<file path="src/core/uem_pkg.sv">
// Constants, encodings and register layout of the endpoint mode and counter
// register set.
// Assumes one 40 MHz clock shared with the engine and the CPU port.
//
// Contract
// - Four mode bits choose token answers
// - Bit 4 set on ACK-completed transaction
// - Engine sets bit 5 on OUT token
// - Engine sets bit 6 on IN token
// - CPU mode register write clears setup flag
// - Setup flag held from data to ACK
// - Five-endpoint layout makes 0x42 non-control
// - Engine update locks endpoint 0 bits
// - CPU read releases endpoint 0 lock
// - Other mode registers never lock
// - Setup flag blocks endpoint 0 FIFO writes
// - Early SETUP may overwrite control payload
// - Stall bit stalls in acknowledge direction
// - Received count includes two CRC bytes
// - Data valid follows CRC result
// - Bit 7 is data toggle
// - Only endpoint 0 counter locks
// - Mode 0000 disables, 0001 accepts SETUP only
// - Odd acknowledge modes fall to NAK mode
// - Update point raises endpoint interrupt
package uem_pkg;

  localparam int NUM_EP = 5;
  localparam logic [7:0] REG_RESET = 8'h00;
  localparam logic [7:0] MODE_OFS [NUM_EP] = '{8'h12, 8'h14, 8'h16, 8'h42,
                                               8'h44};
  localparam logic [7:0] CNT_OFS [NUM_EP] = '{8'h11, 8'h13, 8'h15, 8'h41,
                                              8'h43};
  localparam logic [2:0] EP_B0_IDX = 3'h3;

  localparam int BIT_SETUP = 7;
  localparam int BIT_STALL = 7;
  localparam int BIT_IN = 6;
  localparam int BIT_OUT = 5;
  localparam int BIT_ACK = 4;
  localparam int BIT_TOGGLE = 7;
  localparam int BIT_VALID = 6;
  localparam int CFG_FIVE_EP = 0;
  localparam int CFG_BIG_EP = 1;

  localparam logic [7:0] FIFO_A0_SMALL = 8'hF8;
  localparam logic [7:0] FIFO_A0_BIG = 8'hB8;
  localparam logic [7:0] FIFO_B0_SMALL = 8'hE0;
  localparam logic [7:0] FIFO_B0_BIG = 8'hA8;
  localparam int FIFO_EP0_BYTES_LOG2 = 3;

  localparam int RX_WIDTH = 8;
  localparam int RX_DEPTH = 16;

  localparam logic [3:0] MODE_DISABLE = 4'h0;
  localparam logic [3:0] MODE_NAK_INOUT = 4'h1;

  typedef enum logic [1:0] {
    PID_SETUP = 2'h0,
    PID_IN = 2'h1,
    PID_OUT = 2'h2
  } uem_pid_t;

  typedef enum logic [2:0] {
    RESP_IGNORE = 3'h0,
    RESP_ACK = 3'h1,
    RESP_NAK = 3'h2,
    RESP_STALL = 3'h3,
    RESP_TX_COUNT = 3'h4,
    RESP_TX_ZERO = 3'h5,
    RESP_CHECK = 3'h6
  } uem_resp_t;

endpackage : uem_pkg

</file>
<file path="src/core/uem_regs.sv">
// Endpoint mode and byte counter registers with the receive byte FIFO.
// Assumes the engine and CPU port run on mclk; engine inputs are pulses.
`timescale 1ns/1ps

// ---------------------------------------------------------------------
// Receive FIFO.
// ---------------------------------------------------------------------
module uem_fifo #(
  parameter int WIDTH = 8,
  parameter int DEPTH = 16
) (
  input wire logic mclk,
  input wire logic rst_n,
  input wire logic in_valid,
  input wire logic [WIDTH-1:0] in_data,
  output logic in_ready,
  output logic out_valid,
  output logic [WIDTH-1:0] out_data,
  input wire logic out_ready
);
  localparam int AW = $clog2(DEPTH);
  logic [WIDTH-1:0] mem_q [DEPTH];
  logic [AW-1:0] wr_q, wr_d, rd_q, rd_d;
  logic [AW:0] cnt_q, cnt_d;
  logic push, pop;

  always_comb begin
    push = in_valid && in_ready;
    pop = out_valid && out_ready;
    wr_d = push ? wr_q + AW'(1) : wr_q;
    rd_d = pop ? rd_q + AW'(1) : rd_q;
    cnt_d = cnt_q + (AW+1)'(push) - (AW+1)'(pop);
  end

  always_ff @(posedge mclk) begin
    if (!rst_n) begin
      wr_q <= '0;
      rd_q <= '0;
      cnt_q <= '0;
      in_ready <= 1'b0;
      out_valid <= 1'b0;
    end else begin
      wr_q <= wr_d;
      rd_q <= rd_d;
      cnt_q <= cnt_d;
      in_ready <= cnt_d != (AW+1)'(DEPTH);
      out_valid <= cnt_d != '0;
    end
  end

  always_ff @(posedge mclk) begin
    if (push) begin
      mem_q[wr_q] <= in_data;
    end
  end

  assign out_data = mem_q[rd_q];
endmodule : uem_fifo

// ---------------------------------------------------------------------
// Register set.
// ---------------------------------------------------------------------
module uem_regs (
  input wire logic mclk,
  input wire logic rst_n,
  input wire logic [1:0] cfg_layout,
  input wire logic io_wr,
  input wire logic io_rd,
  input wire logic [7:0] io_addr,
  input wire logic [7:0] io_wdata,
  output logic [7:0] io_rdata_q,
  input wire logic cpu_mem_we,
  input wire logic [7:0] cpu_mem_addr,
  input wire logic [7:0] cpu_mem_wdata,
  output logic mem_we_q,
  output logic [7:0] mem_addr_q,
  output logic [7:0] mem_wdata_q,
  input wire logic sie_tok_valid,
  input wire logic [1:0] sie_tok_pid,
  input wire logic [2:0] sie_tok_ep,
  output logic sie_resp_valid_q,
  output logic [2:0] sie_resp_q,
  input wire logic sie_data_start,
  input wire logic sie_ack_start,
  input wire logic sie_update,
  input wire logic sie_upd_acked,
  input wire logic [5:0] sie_upd_bytes,
  input wire logic sie_upd_toggle,
  input wire logic sie_upd_crc_ok,
  input wire logic sie_upd_int,
  output logic [4:0] ep_int_q,
  input wire logic rx_valid,
  input wire logic [7:0] rx_data,
  output logic rx_ready,
  output logic ram_valid,
  output logic [7:0] ram_data,
  input wire logic ram_ready
);
  logic [7:0] mode_q [uem_pkg::NUM_EP];
  logic [7:0] mode_d [uem_pkg::NUM_EP];
  logic [7:0] cnt_q [uem_pkg::NUM_EP];
  logic [7:0] cnt_d [uem_pkg::NUM_EP];
  logic [1:0] mlock_q, mlock_d, clock_q, clock_d, hold_q, hold_d;
  logic [2:0] ep_q, ep_d;
  logic [1:0] pid_q, pid_d;
  logic resp_valid_d;
  logic [2:0] resp_d;
  logic [4:0] int_d;
  logic [7:0] rdata_d;
  logic five_ep;
  logic [4:0] ep0_mask;
  logic blk_we;

  // Answer of one mode to one token.
  function automatic logic [2:0] resp_f(input logic [3:0] mode,
                                        input logic [1:0] pid,
                                        input logic stall);
    logic [2:0] s, i, o;
    s = uem_pkg::RESP_IGNORE;
    i = uem_pkg::RESP_IGNORE;
    o = uem_pkg::RESP_IGNORE;
    case (mode)
      4'h0: begin end
      4'h1: begin s = uem_pkg::RESP_ACK; i = uem_pkg::RESP_NAK;
        o = uem_pkg::RESP_NAK; end
      4'h2: begin s = uem_pkg::RESP_ACK; i = uem_pkg::RESP_STALL;
        o = uem_pkg::RESP_CHECK; end
      4'h3: begin s = uem_pkg::RESP_ACK; i = uem_pkg::RESP_STALL;
        o = uem_pkg::RESP_STALL; end
      4'h4: s = uem_pkg::RESP_ACK;
      4'h5: o = uem_pkg::RESP_ACK;
      4'h6: begin s = uem_pkg::RESP_ACK; i = uem_pkg::RESP_TX_ZERO;
        o = uem_pkg::RESP_STALL; end
      4'h7: i = uem_pkg::RESP_TX_COUNT;
      4'h8: o = uem_pkg::RESP_NAK;
      4'h9: o = stall ? uem_pkg::RESP_STALL : uem_pkg::RESP_ACK;
      4'hA: begin s = uem_pkg::RESP_ACK; i = uem_pkg::RESP_TX_ZERO;
        o = uem_pkg::RESP_NAK; end
      4'hB: begin s = uem_pkg::RESP_ACK; i = uem_pkg::RESP_TX_ZERO;
        o = uem_pkg::RESP_ACK; end
      4'hC: i = uem_pkg::RESP_NAK;
      4'hD: i = stall ? uem_pkg::RESP_STALL : uem_pkg::RESP_TX_COUNT;
      4'hE: begin s = uem_pkg::RESP_ACK; i = uem_pkg::RESP_NAK;
        o = uem_pkg::RESP_CHECK; end
      4'hF: begin s = uem_pkg::RESP_ACK; i = uem_pkg::RESP_TX_COUNT;
        o = uem_pkg::RESP_CHECK; end
      default: begin end
    endcase
    case (pid)
      uem_pkg::PID_SETUP: resp_f = s;
      uem_pkg::PID_IN: resp_f = i;
      uem_pkg::PID_OUT: resp_f = o;
      default: resp_f = uem_pkg::RESP_IGNORE;
    endcase
  endfunction : resp_f

  // Device index of an endpoint 0 register: 0 for address A, 1 for B.
  function automatic logic dev_f(input logic [2:0] idx);
    dev_f = idx == uem_pkg::EP_B0_IDX;
  endfunction : dev_f

  // True when a memory byte lies in an endpoint 0 FIFO held by a setup.
  function automatic logic fifo_blk_f(input logic [7:0] a,
                                      input logic [1:0] cfg,
                                      input logic [1:0] hold);
    logic [7:0] base_a, base_b;
    base_a = cfg[uem_pkg::CFG_BIG_EP] ? uem_pkg::FIFO_A0_BIG
                                      : uem_pkg::FIFO_A0_SMALL;
    base_b = cfg[uem_pkg::CFG_BIG_EP] ? uem_pkg::FIFO_B0_BIG
                                      : uem_pkg::FIFO_B0_SMALL;
    fifo_blk_f = (hold[0] && a[7:uem_pkg::FIFO_EP0_BYTES_LOG2] ==
                  base_a[7:uem_pkg::FIFO_EP0_BYTES_LOG2]) ||
                 (hold[1] && !cfg[uem_pkg::CFG_FIVE_EP] &&
                  a[7:uem_pkg::FIFO_EP0_BYTES_LOG2] ==
                  base_b[7:uem_pkg::FIFO_EP0_BYTES_LOG2]);
  endfunction : fifo_blk_f

  always_comb begin
    five_ep = cfg_layout[uem_pkg::CFG_FIVE_EP];
    ep0_mask = {1'b0, !five_ep, 3'b001};
    for (int k = 0; k < uem_pkg::NUM_EP; k++) begin
      mode_d[k] = mode_q[k];
      cnt_d[k] = cnt_q[k];
    end
    mlock_d = mlock_q;
    clock_d = clock_q;
    hold_d = hold_q;
    ep_d = ep_q;
    pid_d = pid_q;
    resp_valid_d = 1'b0;
    resp_d = sie_resp_q;
    int_d = '0;
    rdata_d = '0;
    // CPU side: reads release locks, writes respect them.
    for (int k = 0; k < uem_pkg::NUM_EP; k++) begin
      if (io_rd && io_addr == uem_pkg::MODE_OFS[k]) begin
        rdata_d = mode_q[k];
        if (ep0_mask[k]) begin
          mlock_d[dev_f(3'(k))] = 1'b0;
        end
      end
      if (io_rd && io_addr == uem_pkg::CNT_OFS[k]) begin
        rdata_d = cnt_q[k];
        if (ep0_mask[k]) begin
          clock_d[dev_f(3'(k))] = 1'b0;
        end
      end
      if (io_wr && io_addr == uem_pkg::MODE_OFS[k]) begin
        if (!ep0_mask[k]) begin
          mode_d[k] = io_wdata;
        end else begin
          if (!hold_q[dev_f(3'(k))]) begin
            mode_d[k][uem_pkg::BIT_SETUP] = 1'b0;
          end
          if (!mlock_q[dev_f(3'(k))]) begin
            mode_d[k][6:0] = io_wdata[6:0];
          end
        end
      end
      if (io_wr && io_addr == uem_pkg::CNT_OFS[k]) begin
        if (!ep0_mask[k] || !clock_q[dev_f(3'(k))]) begin
          cnt_d[k] = io_wdata;
        end
      end
    end
    // Token phase: answer from the current mode.
    if (sie_tok_valid && sie_tok_ep < 3'(uem_pkg::NUM_EP)) begin
      ep_d = sie_tok_ep;
      pid_d = sie_tok_pid;
      resp_valid_d = 1'b1;
      resp_d = resp_f(mode_q[sie_tok_ep][3:0], sie_tok_pid,
                      !ep0_mask[sie_tok_ep] &&
                      mode_q[sie_tok_ep][uem_pkg::BIT_STALL]);
    end
    // Setup data start forces the setup flag until the ACK begins.
    if (sie_data_start && pid_q == uem_pkg::PID_SETUP && ep0_mask[ep_q]) begin
      mode_d[ep_q][uem_pkg::BIT_SETUP] = 1'b1;
      hold_d[dev_f(ep_q)] = 1'b1;
    end
    if (sie_ack_start) begin
      hold_d = '0;
    end
    // Update point: engine writes win over same-cycle CPU activity.
    if (sie_update) begin
      if (sie_upd_acked) begin
        mode_d[ep_q][uem_pkg::BIT_ACK] = 1'b1;
        if (mode_q[ep_q][3] && mode_q[ep_q][0]) begin
          mode_d[ep_q][3:0] = mode_q[ep_q][3:0] - 4'h1;
        end
      end
      if (ep0_mask[ep_q]) begin
        mode_d[ep_q][uem_pkg::BIT_OUT] = pid_q == uem_pkg::PID_OUT;
        mode_d[ep_q][uem_pkg::BIT_IN] = pid_q == uem_pkg::PID_IN;
        if (pid_q == uem_pkg::PID_SETUP &&
            mode_q[ep_q][3:0] != uem_pkg::MODE_DISABLE) begin
          mode_d[ep_q][3:0] = uem_pkg::MODE_NAK_INOUT;
        end
        mlock_d[dev_f(ep_q)] = 1'b1;
      end
      if (pid_q != uem_pkg::PID_IN) begin
        // Payload may replace unread control data.
        cnt_d[ep_q][5:0] = sie_upd_bytes;
        cnt_d[ep_q][uem_pkg::BIT_VALID] = sie_upd_crc_ok;
        cnt_d[ep_q][uem_pkg::BIT_TOGGLE] = sie_upd_toggle;
        if (ep0_mask[ep_q]) begin
          clock_d[dev_f(ep_q)] = 1'b1;
        end
      end
      int_d[ep_q] = sie_upd_int;
    end
    blk_we = cpu_mem_we &&
             !fifo_blk_f(cpu_mem_addr, cfg_layout,
                         {mode_q[uem_pkg::EP_B0_IDX][uem_pkg::BIT_SETUP],
                          mode_q[0][uem_pkg::BIT_SETUP]});
  end

  always_ff @(posedge mclk) begin
    if (!rst_n) begin
      for (int k = 0; k < uem_pkg::NUM_EP; k++) begin
        mode_q[k] <= uem_pkg::REG_RESET;
        cnt_q[k] <= uem_pkg::REG_RESET;
      end
      mlock_q <= '0;
      clock_q <= '0;
      hold_q <= '0;
      ep_q <= '0;
      pid_q <= uem_pkg::PID_SETUP;
      sie_resp_valid_q <= 1'b0;
      sie_resp_q <= uem_pkg::RESP_IGNORE;
      ep_int_q <= '0;
      io_rdata_q <= '0;
      mem_we_q <= 1'b0;
      mem_addr_q <= '0;
      mem_wdata_q <= '0;
    end else begin
      for (int k = 0; k < uem_pkg::NUM_EP; k++) begin
        mode_q[k] <= mode_d[k];
        cnt_q[k] <= cnt_d[k];
      end
      mlock_q <= mlock_d;
      clock_q <= clock_d;
      hold_q <= hold_d;
      ep_q <= ep_d;
      pid_q <= pid_d;
      sie_resp_valid_q <= resp_valid_d;
      sie_resp_q <= resp_d;
      ep_int_q <= int_d;
      io_rdata_q <= rdata_d;
      mem_we_q <= blk_we;
      mem_addr_q <= cpu_mem_addr;
      mem_wdata_q <= cpu_mem_wdata;
    end
  end

  uem_fifo #(
    .WIDTH(uem_pkg::RX_WIDTH),
    .DEPTH(uem_pkg::RX_DEPTH)
  ) u_rx_fifo (
    .mclk(mclk),
    .rst_n(rst_n),
    .in_valid(rx_valid),
    .in_data(rx_data),
    .in_ready(rx_ready),
    .out_valid(ram_valid),
    .out_data(ram_data),
    .out_ready(ram_ready)
  );
endmodule : uem_regs

</file>
<file path="config.mk">
export PLATFORM = sky130hd
export DESIGN_NAME = uem_regs
export DESIGN_NICKNAME = d
export VERILOG_FILES = /design/src/core/uem_pkg.sv /design/src/core/uem_regs.sv
export SDC_FILE = /design/constraint.sdc
export NUM_CORES = 1
export LEC_CHECK = 0
export BUFFER_PORTS_ARGS = -buffer_cell sky130_fd_sc_hd__buf_2
export CAP_MARGIN = 0
export CORE_MARGIN = 2
export CORE_UTILIZATION = 55
export DETAILED_ROUTE_END_ITERATION = 8
export GPL_TIMING_DRIVEN = 0
export PLACE_DENSITY_LB_ADDON = 0.08
export SLEW_MARGIN = 15
export SYNTH_ARGS = -nofsm -noshare
export SYNTH_HDL_FRONTEND = slang
export SYNTH_SLANG_ARGS = --single-unit
</file>
<file path="constraint.sdc">
create_clock -name mclk -period 2.7 [get_ports mclk]
set_clock_uncertainty 0.05 [all_clocks]
set_input_delay 0.27 -clock mclk [delete_from_list [all_inputs] [get_ports mclk]]
set_output_delay 0.27 -clock mclk [all_outputs]
set_load 0.02 [all_outputs]
</file>
==> results of run 1 <==
==> repair_timing <==
item,4_1_cts,5_1_grt
setup endpoints to repair,8,12
hold buffers,22,0
gates resized for setup,17,5
endpoints found under the hold margin,28,0
setup buffers,0,2
pin swaps,0,0
==> Yosys cell counts, drive strengths merged, types with 10 or more instances <==
master	instances	area share (%)
mux2	10	0.91
o22ai	11	0.56
buf	22	1.1
dfxtp	147	24
ha	11	1.1
o21ai	47	2.0
nand2b	15	0.76
a21oi	56	2.3
a211oi	46	2.8
nor3	24	1.1
nand3	20	0.97
edfxtp	128	31
mux2i	91	7.4
clkbuf	46	1.5
mux4	44	8.1
nand2	72	2.3
nor2	107	3.3
and2	28	1.4
inv	20	0.61
a22oi	10	0.61
==> through the flow <==
| stage | instances | instance area (um^2) | power [uW] | setup TNS (ns) |
|---|---|---|---|---|
| after CTS | 1502 | 14400 | 10400 | -0.00447 |
| final | 1503 | 14500 | 10400 | 0 |
| after global routing | 1503 | 14500 | 10800 | -0.0110 |
| after floorplan | 1047 | 12300 | 5900 | 0 |
| after detailed placement | 1429 | 13200 | 6440 | 0 |
| after global placement | 1427 | 13200 | 6400 | 0 |
==> registers in the layout, summed over array words and instances (netlist names), 5 cells and up, named ones only <==
name,flops
cnt_q,40
ep_int_q,5
io_rdata_q,8
mem_addr_q,8
mem_wdata_q,8
mode_q,40
u_rx_fifo.cnt_q,5
u_rx_fifo.mem_q,128
==> power by group <==
part	internal [uW]	total, uW	switching (uW)
Combinational	825	1800	978
Sequential	4550	4660	113
Clock	2350	3960	1610
Total	7730	10400	2710
==> final cells by class <==
class,instances,area (um^2)
Fill cell,1717,7480
Sequential cell,275,6790
Multi-Input combinational cell,683,5200
Clock buffer,39,798
Timing Repair Buffer,126,751
Buffer,66,360
Tap cell,280,350
Clock inverter,13,150
Inverter,21,78.8
==> critical path: stages (launching register included) <==
cell	delay [ns]
dfxtp_4	0.42
buf_12	0.16
mux4_2	0.55
mux4_2	0.50
buf_2	0.17
==> how the worst max path moves through the flow <==
stage	startpoint	endpoint	slack, ns	cells after the start
global route	flip-flop	ram_data[4]	-0.007	4
detailed placement	flip-flop	ram_data[5]	0.11	5
global placement	rx_valid	u_rx_fifo.mem_q[1][6]	0.02	5
floorplan	u_rx_fifo.out_valid	u_rx_fifo.in_ready	0.20	10
finish	flip-flop	ram_data[5]	0.04	4
CTS	flip-flop	ram_data[2]	-0.002	4
==> metal layers <==
layer | vias up | GRT usage (%)
met5 | - | 0
met4 | 0 | 10.1
met3 | 77 | 3.83
met2 | 334 | 48.8
met1 | 4410 | 35.8
li1 | 4213 | -
==> logic make-up (layout without fill, tap and decap cells) <==
kind of cell,count (synthesis),count (layout),synth area share [%]
AND/OR/NAND/NOR,308,308,12.7
adder cells (fa/ha/maj),12,12,1.28
AO/OA/AOI/OAI,207,207,10.7
XOR/XNOR,11,11,0.780
flip-flops,275,275,55.0
multiplexers,145,145,16.4
buffers and inverters,89,265,3.20
==> results.txt, run 1 <==
Lkg Pwr -> 0.00556 uW
Die width -> 154 um
#FFs+latches synth -> 275
Asr flop ratio synth -> 0%
Die Span Y -> 154 um
Setup crit start kind -> flip-flop
Clk sinks -> 275
FP Rows -> 54
Slew @ Worst Pin -> 0.948 ns
Syn avg cell area -> 11.8 um^2
RR Endpoint -> mode_q[0][1]
Fin crit share -> 98.5%
Vias in the first global route -> 8747
Cell count after synthesis -> 1047
CP Data Required Time -> 2.38 ns
Pin count of the biggest net entering global routing -> 17
Met1 wire length -> 13500 um
Initial Utilization -> 56.2%
Hold Path Class -> primary input to flip-flop
WL met3 -> 2050 um
Final setup viols -> 0
Layout cells sized above 1 -> 20.8%
Worst vdd ir -> 0.408 mV
Max_slew headroom -> 36.6%
Worst Hold Path Cells -> 3
Total core area -> 22000 um^2
First-pass GRT wire length -> 50600 um
WP data arrival -> 2.34 ns
Commonest non-fill, non-tap cell in the layout -> dfxtp_1
Hold Fails Final Rpt -> 0
Min Hold Slack -> 0.0287 ns
ANT cells -> 0
Max_cap viols -> 0
Period minus WS final -> 2.66 ns
Top routing layer used -> met4
H-tree Lvls -> 1
EDFF count, synth -> 128
DR WL met2 -> 16700 um
Yosys warns -> 0
Syn nets -> 1127
GRT Total Usage -> 28.0%
Vias/cell -> 6.01
Reg clk slew, reported paths -> 0.06 ns
Register area share after synthesis -> 55.0%
1st-iter DRT viols -> 725
Synth unique cells -> 78
Worst slack, placed -> 0.110 ns
Worst Path Max Fanout -> 10
Max frequency -> 376 MHz
DP HPWL -> 23400 um
Hold path start -> sie_tok_pid[1]
DR WL/cell -> 22.1 um
Commonest non-fill, non-tap cells in the layout -> dfxtp_1, edfxtp_1, buf_2
Area Growth Syn to Fin -> 17.3%
Synth Flop Type -> dfxtp_1
Routed vias -> 9034
Final core area utilization -> 65.9%
Final #Nets -> 1281
Antenna-violating nets left -> 0
Min-Delay Endpoint -> pid_q[1]
Worst skew pair latency -> 0.54 ns
PD cells -> 721 nW/um^2
RSZ-0062 raised after global routing -> true
First-pass iteration count of the detailed router -> 5
DIE AREA -> 23700 um^2
Clock root cell -> clkbuf_16
CTS tree -> done
Ports -> 112
Reg-to-reg setup timing slack -> 0.18 ns
RD Place Congestion -> 0.971
Crit Path Category -> flip-flop to output pin
Max-slew violations -> 0
Port Buf Inserts -> 100
CTS Buf Count -> 28
Setup ws final -> 0.0398 ns
Result of the run -> complete, no violations
DRC violations left -> 0
Reg2reg path depth -> 7
Post-Route WL -> 33200 um
Synthesized cell area -> 12300 um^2
Maximum buffer depth of the clock tree -> 3
Initial antenna violation count -> 0
Total gr overflow -> 0
Critical Path End Type -> output pin
No activity file was read; power rests on OpenSTA's default activity.
==> run 2: changes to the inputs <==
==> constraint.sdc (replaced) <==
create_clock -name mclk -period 3.15 [get_ports mclk]
set_clock_uncertainty 0.05 [all_clocks]
set_input_delay 0.315 -clock mclk [delete_from_list [all_inputs] [get_ports mclk]]
set_output_delay 0.315 -clock mclk [all_outputs]
set_load 0.02 [all_outputs]
==> run 2 against run 1 <==
  * Design area shrank 0.86%
  * Critical path depth is the same
  * First-iteration DRC count shrank 3.9%
  * Global-route usage shrank 0.13 points
  * Via count shrank 0.75%
  * Worst setup slack gained 0.11 ns
  * Register-to-register slack gained 0.36 ns
  * Combinational power shrank 18%
  * Non-clock buffer count shrank 6
  * Critical path type unchanged
  * Largest power group unchanged
  * Highest routed layer unchanged
==> results.txt, run 2 (synthesis results as in run 1) <==
Result of the run -> complete, no violations (unchanged)
CP top delay family -> multiplexers (unchanged)
Min-Delay Endpoint -> ep_int_q[3] (was pid_q[1])
Crit path top cell by count -> mux4_2 (unchanged)
Critical path depth -> 4 (unchanged)
FP Rows -> 54 (unchanged)
Finished Cell Area -> 14400 um^2 (was 14500 um^2)
Max-slew violations -> 0 (unchanged)
Fin cells -> 1497 (was 1503)
Min Hold Slack -> 0.0169 ns (was 0.0287 ns)
Final core area utilization -> 65.4% (was 65.9%)
Slowest stage delay, CP -> 0.56 ns (was 0.55 ns)
Worst Hold Path Cells -> 3 (unchanged)
Multi-input gate area -> 5180 um^2 (was 5200 um^2)
Worst path slowest cell -> clkbuf_1 (was mux4_2)
RR Startpoint -> u_rx_fifo.out_valid
DIE AREA -> 23700 um^2 (unchanged)
Total gr overflow -> 0 (unchanged)
Clk sinks -> 275 (unchanged)
Fin crit share -> 95.1%
DP HPWL -> 23400 um (unchanged)
RSZ-0062 raised after global routing -> false (was true)
Biggest register -> u_rx_fifo.mem_q (unchanged)
Reg clk slew, reported paths -> 0.06 ns (about the same)
Max FFs per register -> 128 (unchanged)
Setup_tns -> 0 ns (unchanged)
RD Place Congestion -> 0.971 (unchanged)
PD cells -> 617 nW/um^2 (was 721 nW/um^2)
Reg-to-reg setup timing slack -> 0.54 ns (was 0.18 ns)
Worst Path Max Fanout -> 10 (unchanged)
Hold Fails Final Rpt -> 0 (unchanged)
Clock root cell -> clkbuf_16 (unchanged)
Reg2reg path depth -> 10 (was 7)
CTS tree -> done (unchanged)
1st-iter DRT viols -> 697 (was 725)
Die Span Y -> 154 um (unchanged)
Hold Path Class -> primary input to flip-flop (unchanged)
Die width -> 154 um (unchanged)
RR Endpoint -> u_rx_fifo.in_ready (was mode_q[0][1])
Setup crit start kind -> flip-flop (unchanged)
Max_slew headroom -> 35.3% (was 36.6%)
ANT cells -> 0 (unchanged)
Post-Route WL -> 33200 um (about the same)
Crit Path Category -> flip-flop to output pin (unchanged)
Placed cell area -> 13200 um^2 (unchanged)
Placed cells -> 1429 (unchanged)
Port Buf Inserts -> 100 (unchanged)
H-tree Lvls -> 1 (unchanged)
First-pass GRT wire length -> 50400 um (was 50600 um)
Hold path start -> sie_upd_int (was sie_tok_pid[1])
Vias in the first global route -> 8728 (was 8747)
Total core area -> 22000 um^2 (unchanged)
Number of setup buffers added after CTS -> 0 (unchanged)
Commonest non-fill, non-tap cells in the layout -> dfxtp_1, edfxtp_1, buf_2 (unchanged)
First-pass iteration count of the detailed router -> 5 (unchanged)
Slew @ Worst Pin -> 0.968 ns (was 0.948 ns)
Vias/cell -> 5.99 (was 6.01)
Final setup viols -> 0 (unchanged)
Commonest non-fill, non-tap cell in the layout -> dfxtp_1 (unchanged)
Worst skew pair latency -> 0.54 ns (about the same)
Critical Path End Type -> output pin (unchanged)
WP buf/inv -> 2 (unchanged)
Pin count of the biggest net entering global routing -> 17 (unchanged)
Worst vdd ir -> 0.345 mV (was 0.408 mV)
CTS Buf Count -> 28 (unchanged)
Lkg Pwr -> 0.00550 uW (was 0.00556 uW)
GRT Total Usage -> 27.8% (was 28.0%)
Final #Nets -> 1275 (was 1281)
Largest registers -> u_rx_fifo.mem_q: 128 flops, cnt_q: 40 flops, mode_q: 40 flops (unchanged)
WP data arrival -> 2.63 ns (was 2.34 ns)
Antenna-violating nets left -> 0 (unchanged)
Period minus WS final -> 3.00 ns
Filler cells -> 1723 (was 1717)
Max_cap viols -> 0 (unchanged)
CP Data Required Time -> 2.78 ns (was 2.38 ns)
CP cell instances -> clkbuf_1 -> mux4_2 -> mux4_2 -> buf_2 (was buf_12 -> mux4_2 -> mux4_2 -> buf_2)
Routed vias -> 8966 (was 9034)
Initial Utilization -> 56.2% (unchanged)
Ports -> 112 (unchanged)
Area Growth Syn to Fin -> 16.3% (was 17.3%)
Layout cells sized above 1 -> 20.1% (was 20.8%)
FF+latch area -> 6790 um^2 (about the same)
Maximum buffer depth of the clock tree -> 3 (unchanged)
Initial antenna violation count -> 0 (unchanged)
DRC violations left -> 0 (unchanged)
DR WL/cell -> 22.2 um (was 22.1 um)
Max frequency -> 334 MHz
[run 2: how the worst max path moves through the flow]
stage | start | slack (ns) | endpoint
floorplan | u_rx_fifo.out_valid | 0.65 | u_rx_fifo.in_ready
global placement | rx_valid | 0.42 | u_rx_fifo.mem_q[1][6]
detailed placement | flip-flop | 0.51 | ram_data[5]
CTS | flip-flop | 0.04 | ram_data[5]
global route | flip-flop | 0.05 | ram_data[5]
finish | flip-flop | 0.15 | ram_data[2]
[run 2: layout make-up]
| cell class | instances | area share, % |
|---|---|---|
| Buffer | 67 | 2.23 |
| Clock buffer | 39 | 5.56 |
| Timing Repair Buffer | 119 | 4.78 |
| Inverter | 21 | 0.549 |
| Multi-Input combinational cell | 683 | 36.1 |
| Clock inverter | 13 | 1.05 |
| Sequential cell | 275 | 47.3 |
| Tap cell | 280 | 2.44 |
[run 2: report_power, final]
part	switching [uW]	leakage [uW]	internal, uW	total, uW
clock network	1380	0.000454	2010	3390
registers	92.8	0.00235	3900	3990
logic	816	0.00270	660	1480
total	2290	0.00550	6570	8860
[run 2: per-layer routing]
metal  up-vias  track usage [%]  routed length [um]  part of all wire (%)
met2       327             48.7               16600                    50
met5         -                0                   0                     0
met4         0             10.1                1110                   3.3
met3        79             3.89                1950                   5.9
met1      4366             35.6               13500                    41
li1       4194                -                   -                     -
[run 2: worst register-to-register path, cell delays in order, from the launching register on]
cell and delay, ns:
dfxtp_1 0.32, and2_1 0.13, clkbuf_1 0.23, ha_1 0.28, inv_1 0.06, ha_1 0.15
inv_1 0.06, fa_1 0.53, inv_1 0.05, o41ai_1 0.45, o21ai_0 0.15
[run 2: what timing repair did]
item / CTS / global route
endpoints found under the setup margin: 8 / 6
endpoints found under the hold margin: 18 / 0
hold buffers: 17 / 0
resized for setup: 3 / 0
[run 2: through the flow]
step	power [uW]	setup slack, ns
after CTS	8910	0.0432
after global routing	9200	0.0543
after global placement	5490	0.425
final	8860	0.154
after detailed placement	5520	0.515
after floorplan	5060	0.652
==> run 3: changes to the inputs <==
--- a/config.mk
+++ b/config.mk
@@ -15,4 +15,5 @@
 export SLEW_MARGIN = 15
 export SYNTH_ARGS = -nofsm -noshare
 export SYNTH_HDL_FRONTEND = slang
+export SYNTH_HIERARCHICAL = 1
 export SYNTH_SLANG_ARGS = --single-unit
==> run 3 against run 2 <==
  * Final cell count increased by 3.1%
  * Clock power down 1%
  * Largest cell class unchanged
  * Highest routed layer unchanged
  * Critical path depth is 2 higher
  * Sequential cell count unchanged
  * Core utilization down 0.93 points
  * Combinational power shrank 8%
  * Worst setup slack gained 0.27 ns
  * Total power fell by 2.2%
==> results.txt, run 3 <==
CTS Buf Count -> 28 (unchanged)
Clock root cell -> clkbuf_16 (unchanged)
Area leader, netlist -> edfxtp_1 (unchanged)
Hold Fails Final Rpt -> 0 (unchanged)
Worst path slowest cell -> mux4_2 (was clkbuf_1)
Top post-synthesis cells by area -> edfxtp_1, dfxtp_1, mux2i_1 (was edfxtp_1, dfxtp_1, mux4_2)
Setup crit start kind -> flip-flop (unchanged)
DRC violations left -> 0 (unchanged)
Routed vias -> 9463 (was 8966)
#FFs+latches synth -> 275 (unchanged)
Setup_tns -> 0 ns (unchanged)
DR WL/cell -> 22.4 um (was 22.2 um)
DP HPWL -> 24000 um (was 23400 um)
Largest registers -> u_rx_fifo/mem_q: 128 flops, cnt_q: 40 flops, mode_q: 40 flops (was u_rx_fifo.mem_q: 128 flops, cnt_q: 40 flops, mode_q: 40 flops)
Filler cells -> 1779 (was 1723)
Initial antenna violation count -> 0 (unchanged)
RD Place Congestion -> 0.975 (was 0.971)
Number of setup buffers added after CTS -> 0 (unchanged)
Synth cell count leaders -> dfxtp_1, edfxtp_1, nand2_1 (was dfxtp_1, edfxtp_1, nor2_1)
Commonest non-fill, non-tap cell in the layout -> dfxtp_1 (unchanged)
GRT Total Usage -> 28.6% (was 27.8%)
Yosys warns -> 6 (was 0)
EDFF count, synth -> 128 (unchanged)
Max frequency -> 367 MHz (was 334 MHz)
Syn avg cell area -> 11.4 um^2 (was 11.8 um^2)
Crit Path Category -> flip-flop to output pin (unchanged)
Synth unique cells -> 73 (was 78)
Hold path start -> sie_tok_pid[0] (was sie_upd_int)
1st-iter DRT viols -> 765 (was 697)
Max FFs per register -> 128 (unchanged)
Biggest register -> u_rx_fifo/mem_q (was u_rx_fifo.mem_q)
First-pass iteration count of the detailed router -> 5 (unchanged)
PD cells -> 599 nW/um^2 (was 617 nW/um^2)
Max_slew headroom -> 27.1% (was 35.3%)
Post-CTS Resized -> 0 (was 3)
RSZ-0062 raised after global routing -> false (unchanged)
CTS tree -> done (unchanged)
Asr flop ratio synth -> 0% (unchanged)
RR Startpoint -> mode_q[3][0] (was u_rx_fifo.out_valid)
CP Data Required Time -> 2.78 ns (about the same)
Fin crit share -> 86.5% (was 95.1%)
Worst vdd ir -> 0.410 mV (was 0.345 mV)
Hold Path Class -> primary input to flip-flop (unchanged)
FP Rows -> 55 (was 54)
Worst Hold Path Cells -> 3 (unchanged)
Vias/cell -> 6.13 (was 5.99)
Final setup viols -> 0 (unchanged)
Initial Utilization -> 55.5% (was 56.2%)
Port Buf Inserts -> 100 (unchanged)
Register area share after synthesis -> 54.5% (was 55.0%)
Critical Path End Type -> output pin (unchanged)
Vias in the first global route -> 9048 (was 8728)
Reg clk slew, reported paths -> 0.06 ns (about the same)
Max_cap viols -> 0 (unchanged)
Antenna-violating nets left -> 0 (unchanged)
Ports -> 112 (unchanged)
Min-Delay Endpoint -> pid_q[0] (was ep_int_q[3])
Die Span Y -> 154 um (about the same)
Yosys top cell area share -> 30.9% (was 31.1%)
Slew @ Worst Pin -> 1.08 ns (was 0.968 ns)
Number of hold buffers added after CTS -> 19 (was 17)
Worst Path Max Fanout -> 10 (unchanged)
ANT cells -> 0 (unchanged)
H-tree Lvls -> 1 (unchanged)
RR Endpoint -> mode_q[0][2] (was u_rx_fifo.in_ready)
Layout cells sized above 1 -> 17.1% (was 20.1%)
Synthesized cell area -> 12400 um^2 (was 12300 um^2)
Synth Flop Type -> dfxtp_1 (unchanged)
Min Hold Slack -> 0.0300 ns (was 0.0169 ns)
Max-slew violations -> 0 (unchanged)
Maximum buffer depth of the clock tree -> 3 (unchanged)
Total gr overflow -> 0 (unchanged)
Total core area -> 22400 um^2 (was 22000 um^2)
Period minus WS final -> 2.73 ns (was 3.00 ns)
Reg2reg path depth -> 7 (was 10)
CP cell instances -> buf_6 -> buf_4 -> mux4_2 -> a22oi_1 -> nand2_1 -> buf_2 (was clkbuf_1 -> mux4_2 -> mux4_2 -> buf_2)
Pin count of the biggest net entering global routing -> 17 (unchanged)
Commonest non-fill, non-tap cells in the layout -> dfxtp_1, edfxtp_1, buf_2 (unchanged)
First-pass GRT wire length -> 52200 um (was 50400 um)
Reg-to-reg setup timing slack -> 0.44 ns (was 0.54 ns)
Area Growth Syn to Fin -> 16.1% (was 16.3%)
Die width -> 154 um (about the same)
Worst skew pair latency -> 0.54 ns (about the same)
Syn nets -> 1167 (was 1127)
Lkg Pwr -> 0.00553 uW (was 0.00550 uW)
Result of the run -> complete, no violations (unchanged)
DIE AREA -> 23900 um^2 (was 23700 um^2)
Final #Nets -> 1316 (was 1275)
Cell count after synthesis -> 1088 (was 1047)
Clk sinks -> 275 (unchanged)
WP data arrival -> 2.36 ns (was 2.63 ns)
Post-Route WL -> 34600 um (was 33200 um)
Slowest stage delay, CP -> 0.57 ns (was 0.56 ns)
Most common cell in the synthesized netlist -> dfxtp_1 (unchanged)
==> run 3: cell count changes after synthesis, moves of 5 or more <==
| cell | previous run | this run |
|---|---|---|
| a22oi_1 | 10 | 28 |
| nand3_1 | 16 | 21 |
| nor2_1 | 106 | 93 |
| nand2_1 | 70 | 101 |
| a211oi_1 | 46 | 52 |
| mux4_1 | 3 | 14 |
| mux4_2 | 41 | 22 |
| o211ai_1 | 0 | 5 |
| mux2i_1 | 91 | 82 |
| and3_1 | 6 | 11 |
==> run 3: cells by family (layout without fill, tap and decap cells) <==
| family | after synthesis | after routing | share of synthesized area [%] |
|---|---|---|---|
| AOI/OAI and AO/OA | 242 | 242 | 12.7 |
| xor gates and xnor gates | 10 | 10 | 0.704 |
| adders and majority gates | 11 | 11 | 1.17 |
| buffers and inverters | 94 | 264 | 3.46 |
| DFF | 275 | 275 | 54.5 |
| muxes | 126 | 126 | 14.3 |
| and+or+nand+nor | 330 | 330 | 13.2 |
==> run 3: report_power, final <==
| part | total [uW] | switching (uW) | internal [uW] |
|---|---|---|---|
| Clock | 3340 | 1360 | 1990 |
| Combinational | 1360 | 793 | 567 |
| Sequential | 3960 | 82.3 | 3880 |
==> run 3: final cells by class <==
class                           count  area, um^2  area share [%]
Tap cell                          285         357            2.47
Clock inverter                     11         103           0.710
Timing Repair Buffer              119         691            4.78
Multi-Input combinational cell    719        5260            36.4
Sequential cell                   275        6790            47.0
Buffer                             72         348            2.41
Clock buffer                       40         831            5.75
Inverter                           22        82.6           0.571
==> run 3: worst max path at each step <==
stage | to | slack [ns] | cells after the start | from
after global routing | mode_q[0][2] | 0.22 | 7 | flip-flop
final | ram_data[4] | 0.42 | 6 | flip-flop
after CTS | ram_data[3] | 0.43 | 6 | flip-flop
after floorplan | mode_q[2][0] | 0.83 | 7 | io_addr[7]
after global placement | mode_q[3][5] | 0.30 | 7 | io_addr[7]
after detailed placement | mode_q[3][5] | 0.29 | 7 | io_addr[7]
==> run 3: through the flow <==
step                      instances  setup slack [ns]  total power (uW)  util, %  instance area (um^2)
after floorplan                1088             0.833              4960        -                 12400
after global placement         1473             0.298              5350     59.3                 13300
after detailed placement       1473             0.286              5370     59.3                 13300
after CTS                      1543             0.429              8710     64.3                 14400
after global routing           1543             0.219              9000     64.4                 14500
final                          1543             0.424              8660     64.4                 14500
==> run 3: critical path: cells and delay by family, from the launching register on <==
| kind | cells | cell delay, ns |
|---|---|---|
| buffers and inverters | 3 | 0.54 |
| AO/OA/AOI/OAI | 1 | 0.31 |
| multiplexers | 1 | 0.57 |
| AND/OR/NAND/NOR | 1 | 0.08 |
| flip-flops | 1 | 0.32 |
==> run 3: metal layers <==
metal / routed length, um / part of all wire [%] / GRT usage, % / vias to the layer above
met4: 1070 / 3.1 / 9.35 / 0
li1: - / - / - / 4370
met5: 0 / 0 / 0 / -
met3: 2060 / 5.9 / 3.39 / 77
met1: 14200 / 41 / 37.6 / 4622
met2: 17300 / 50 / 49.8 / 394
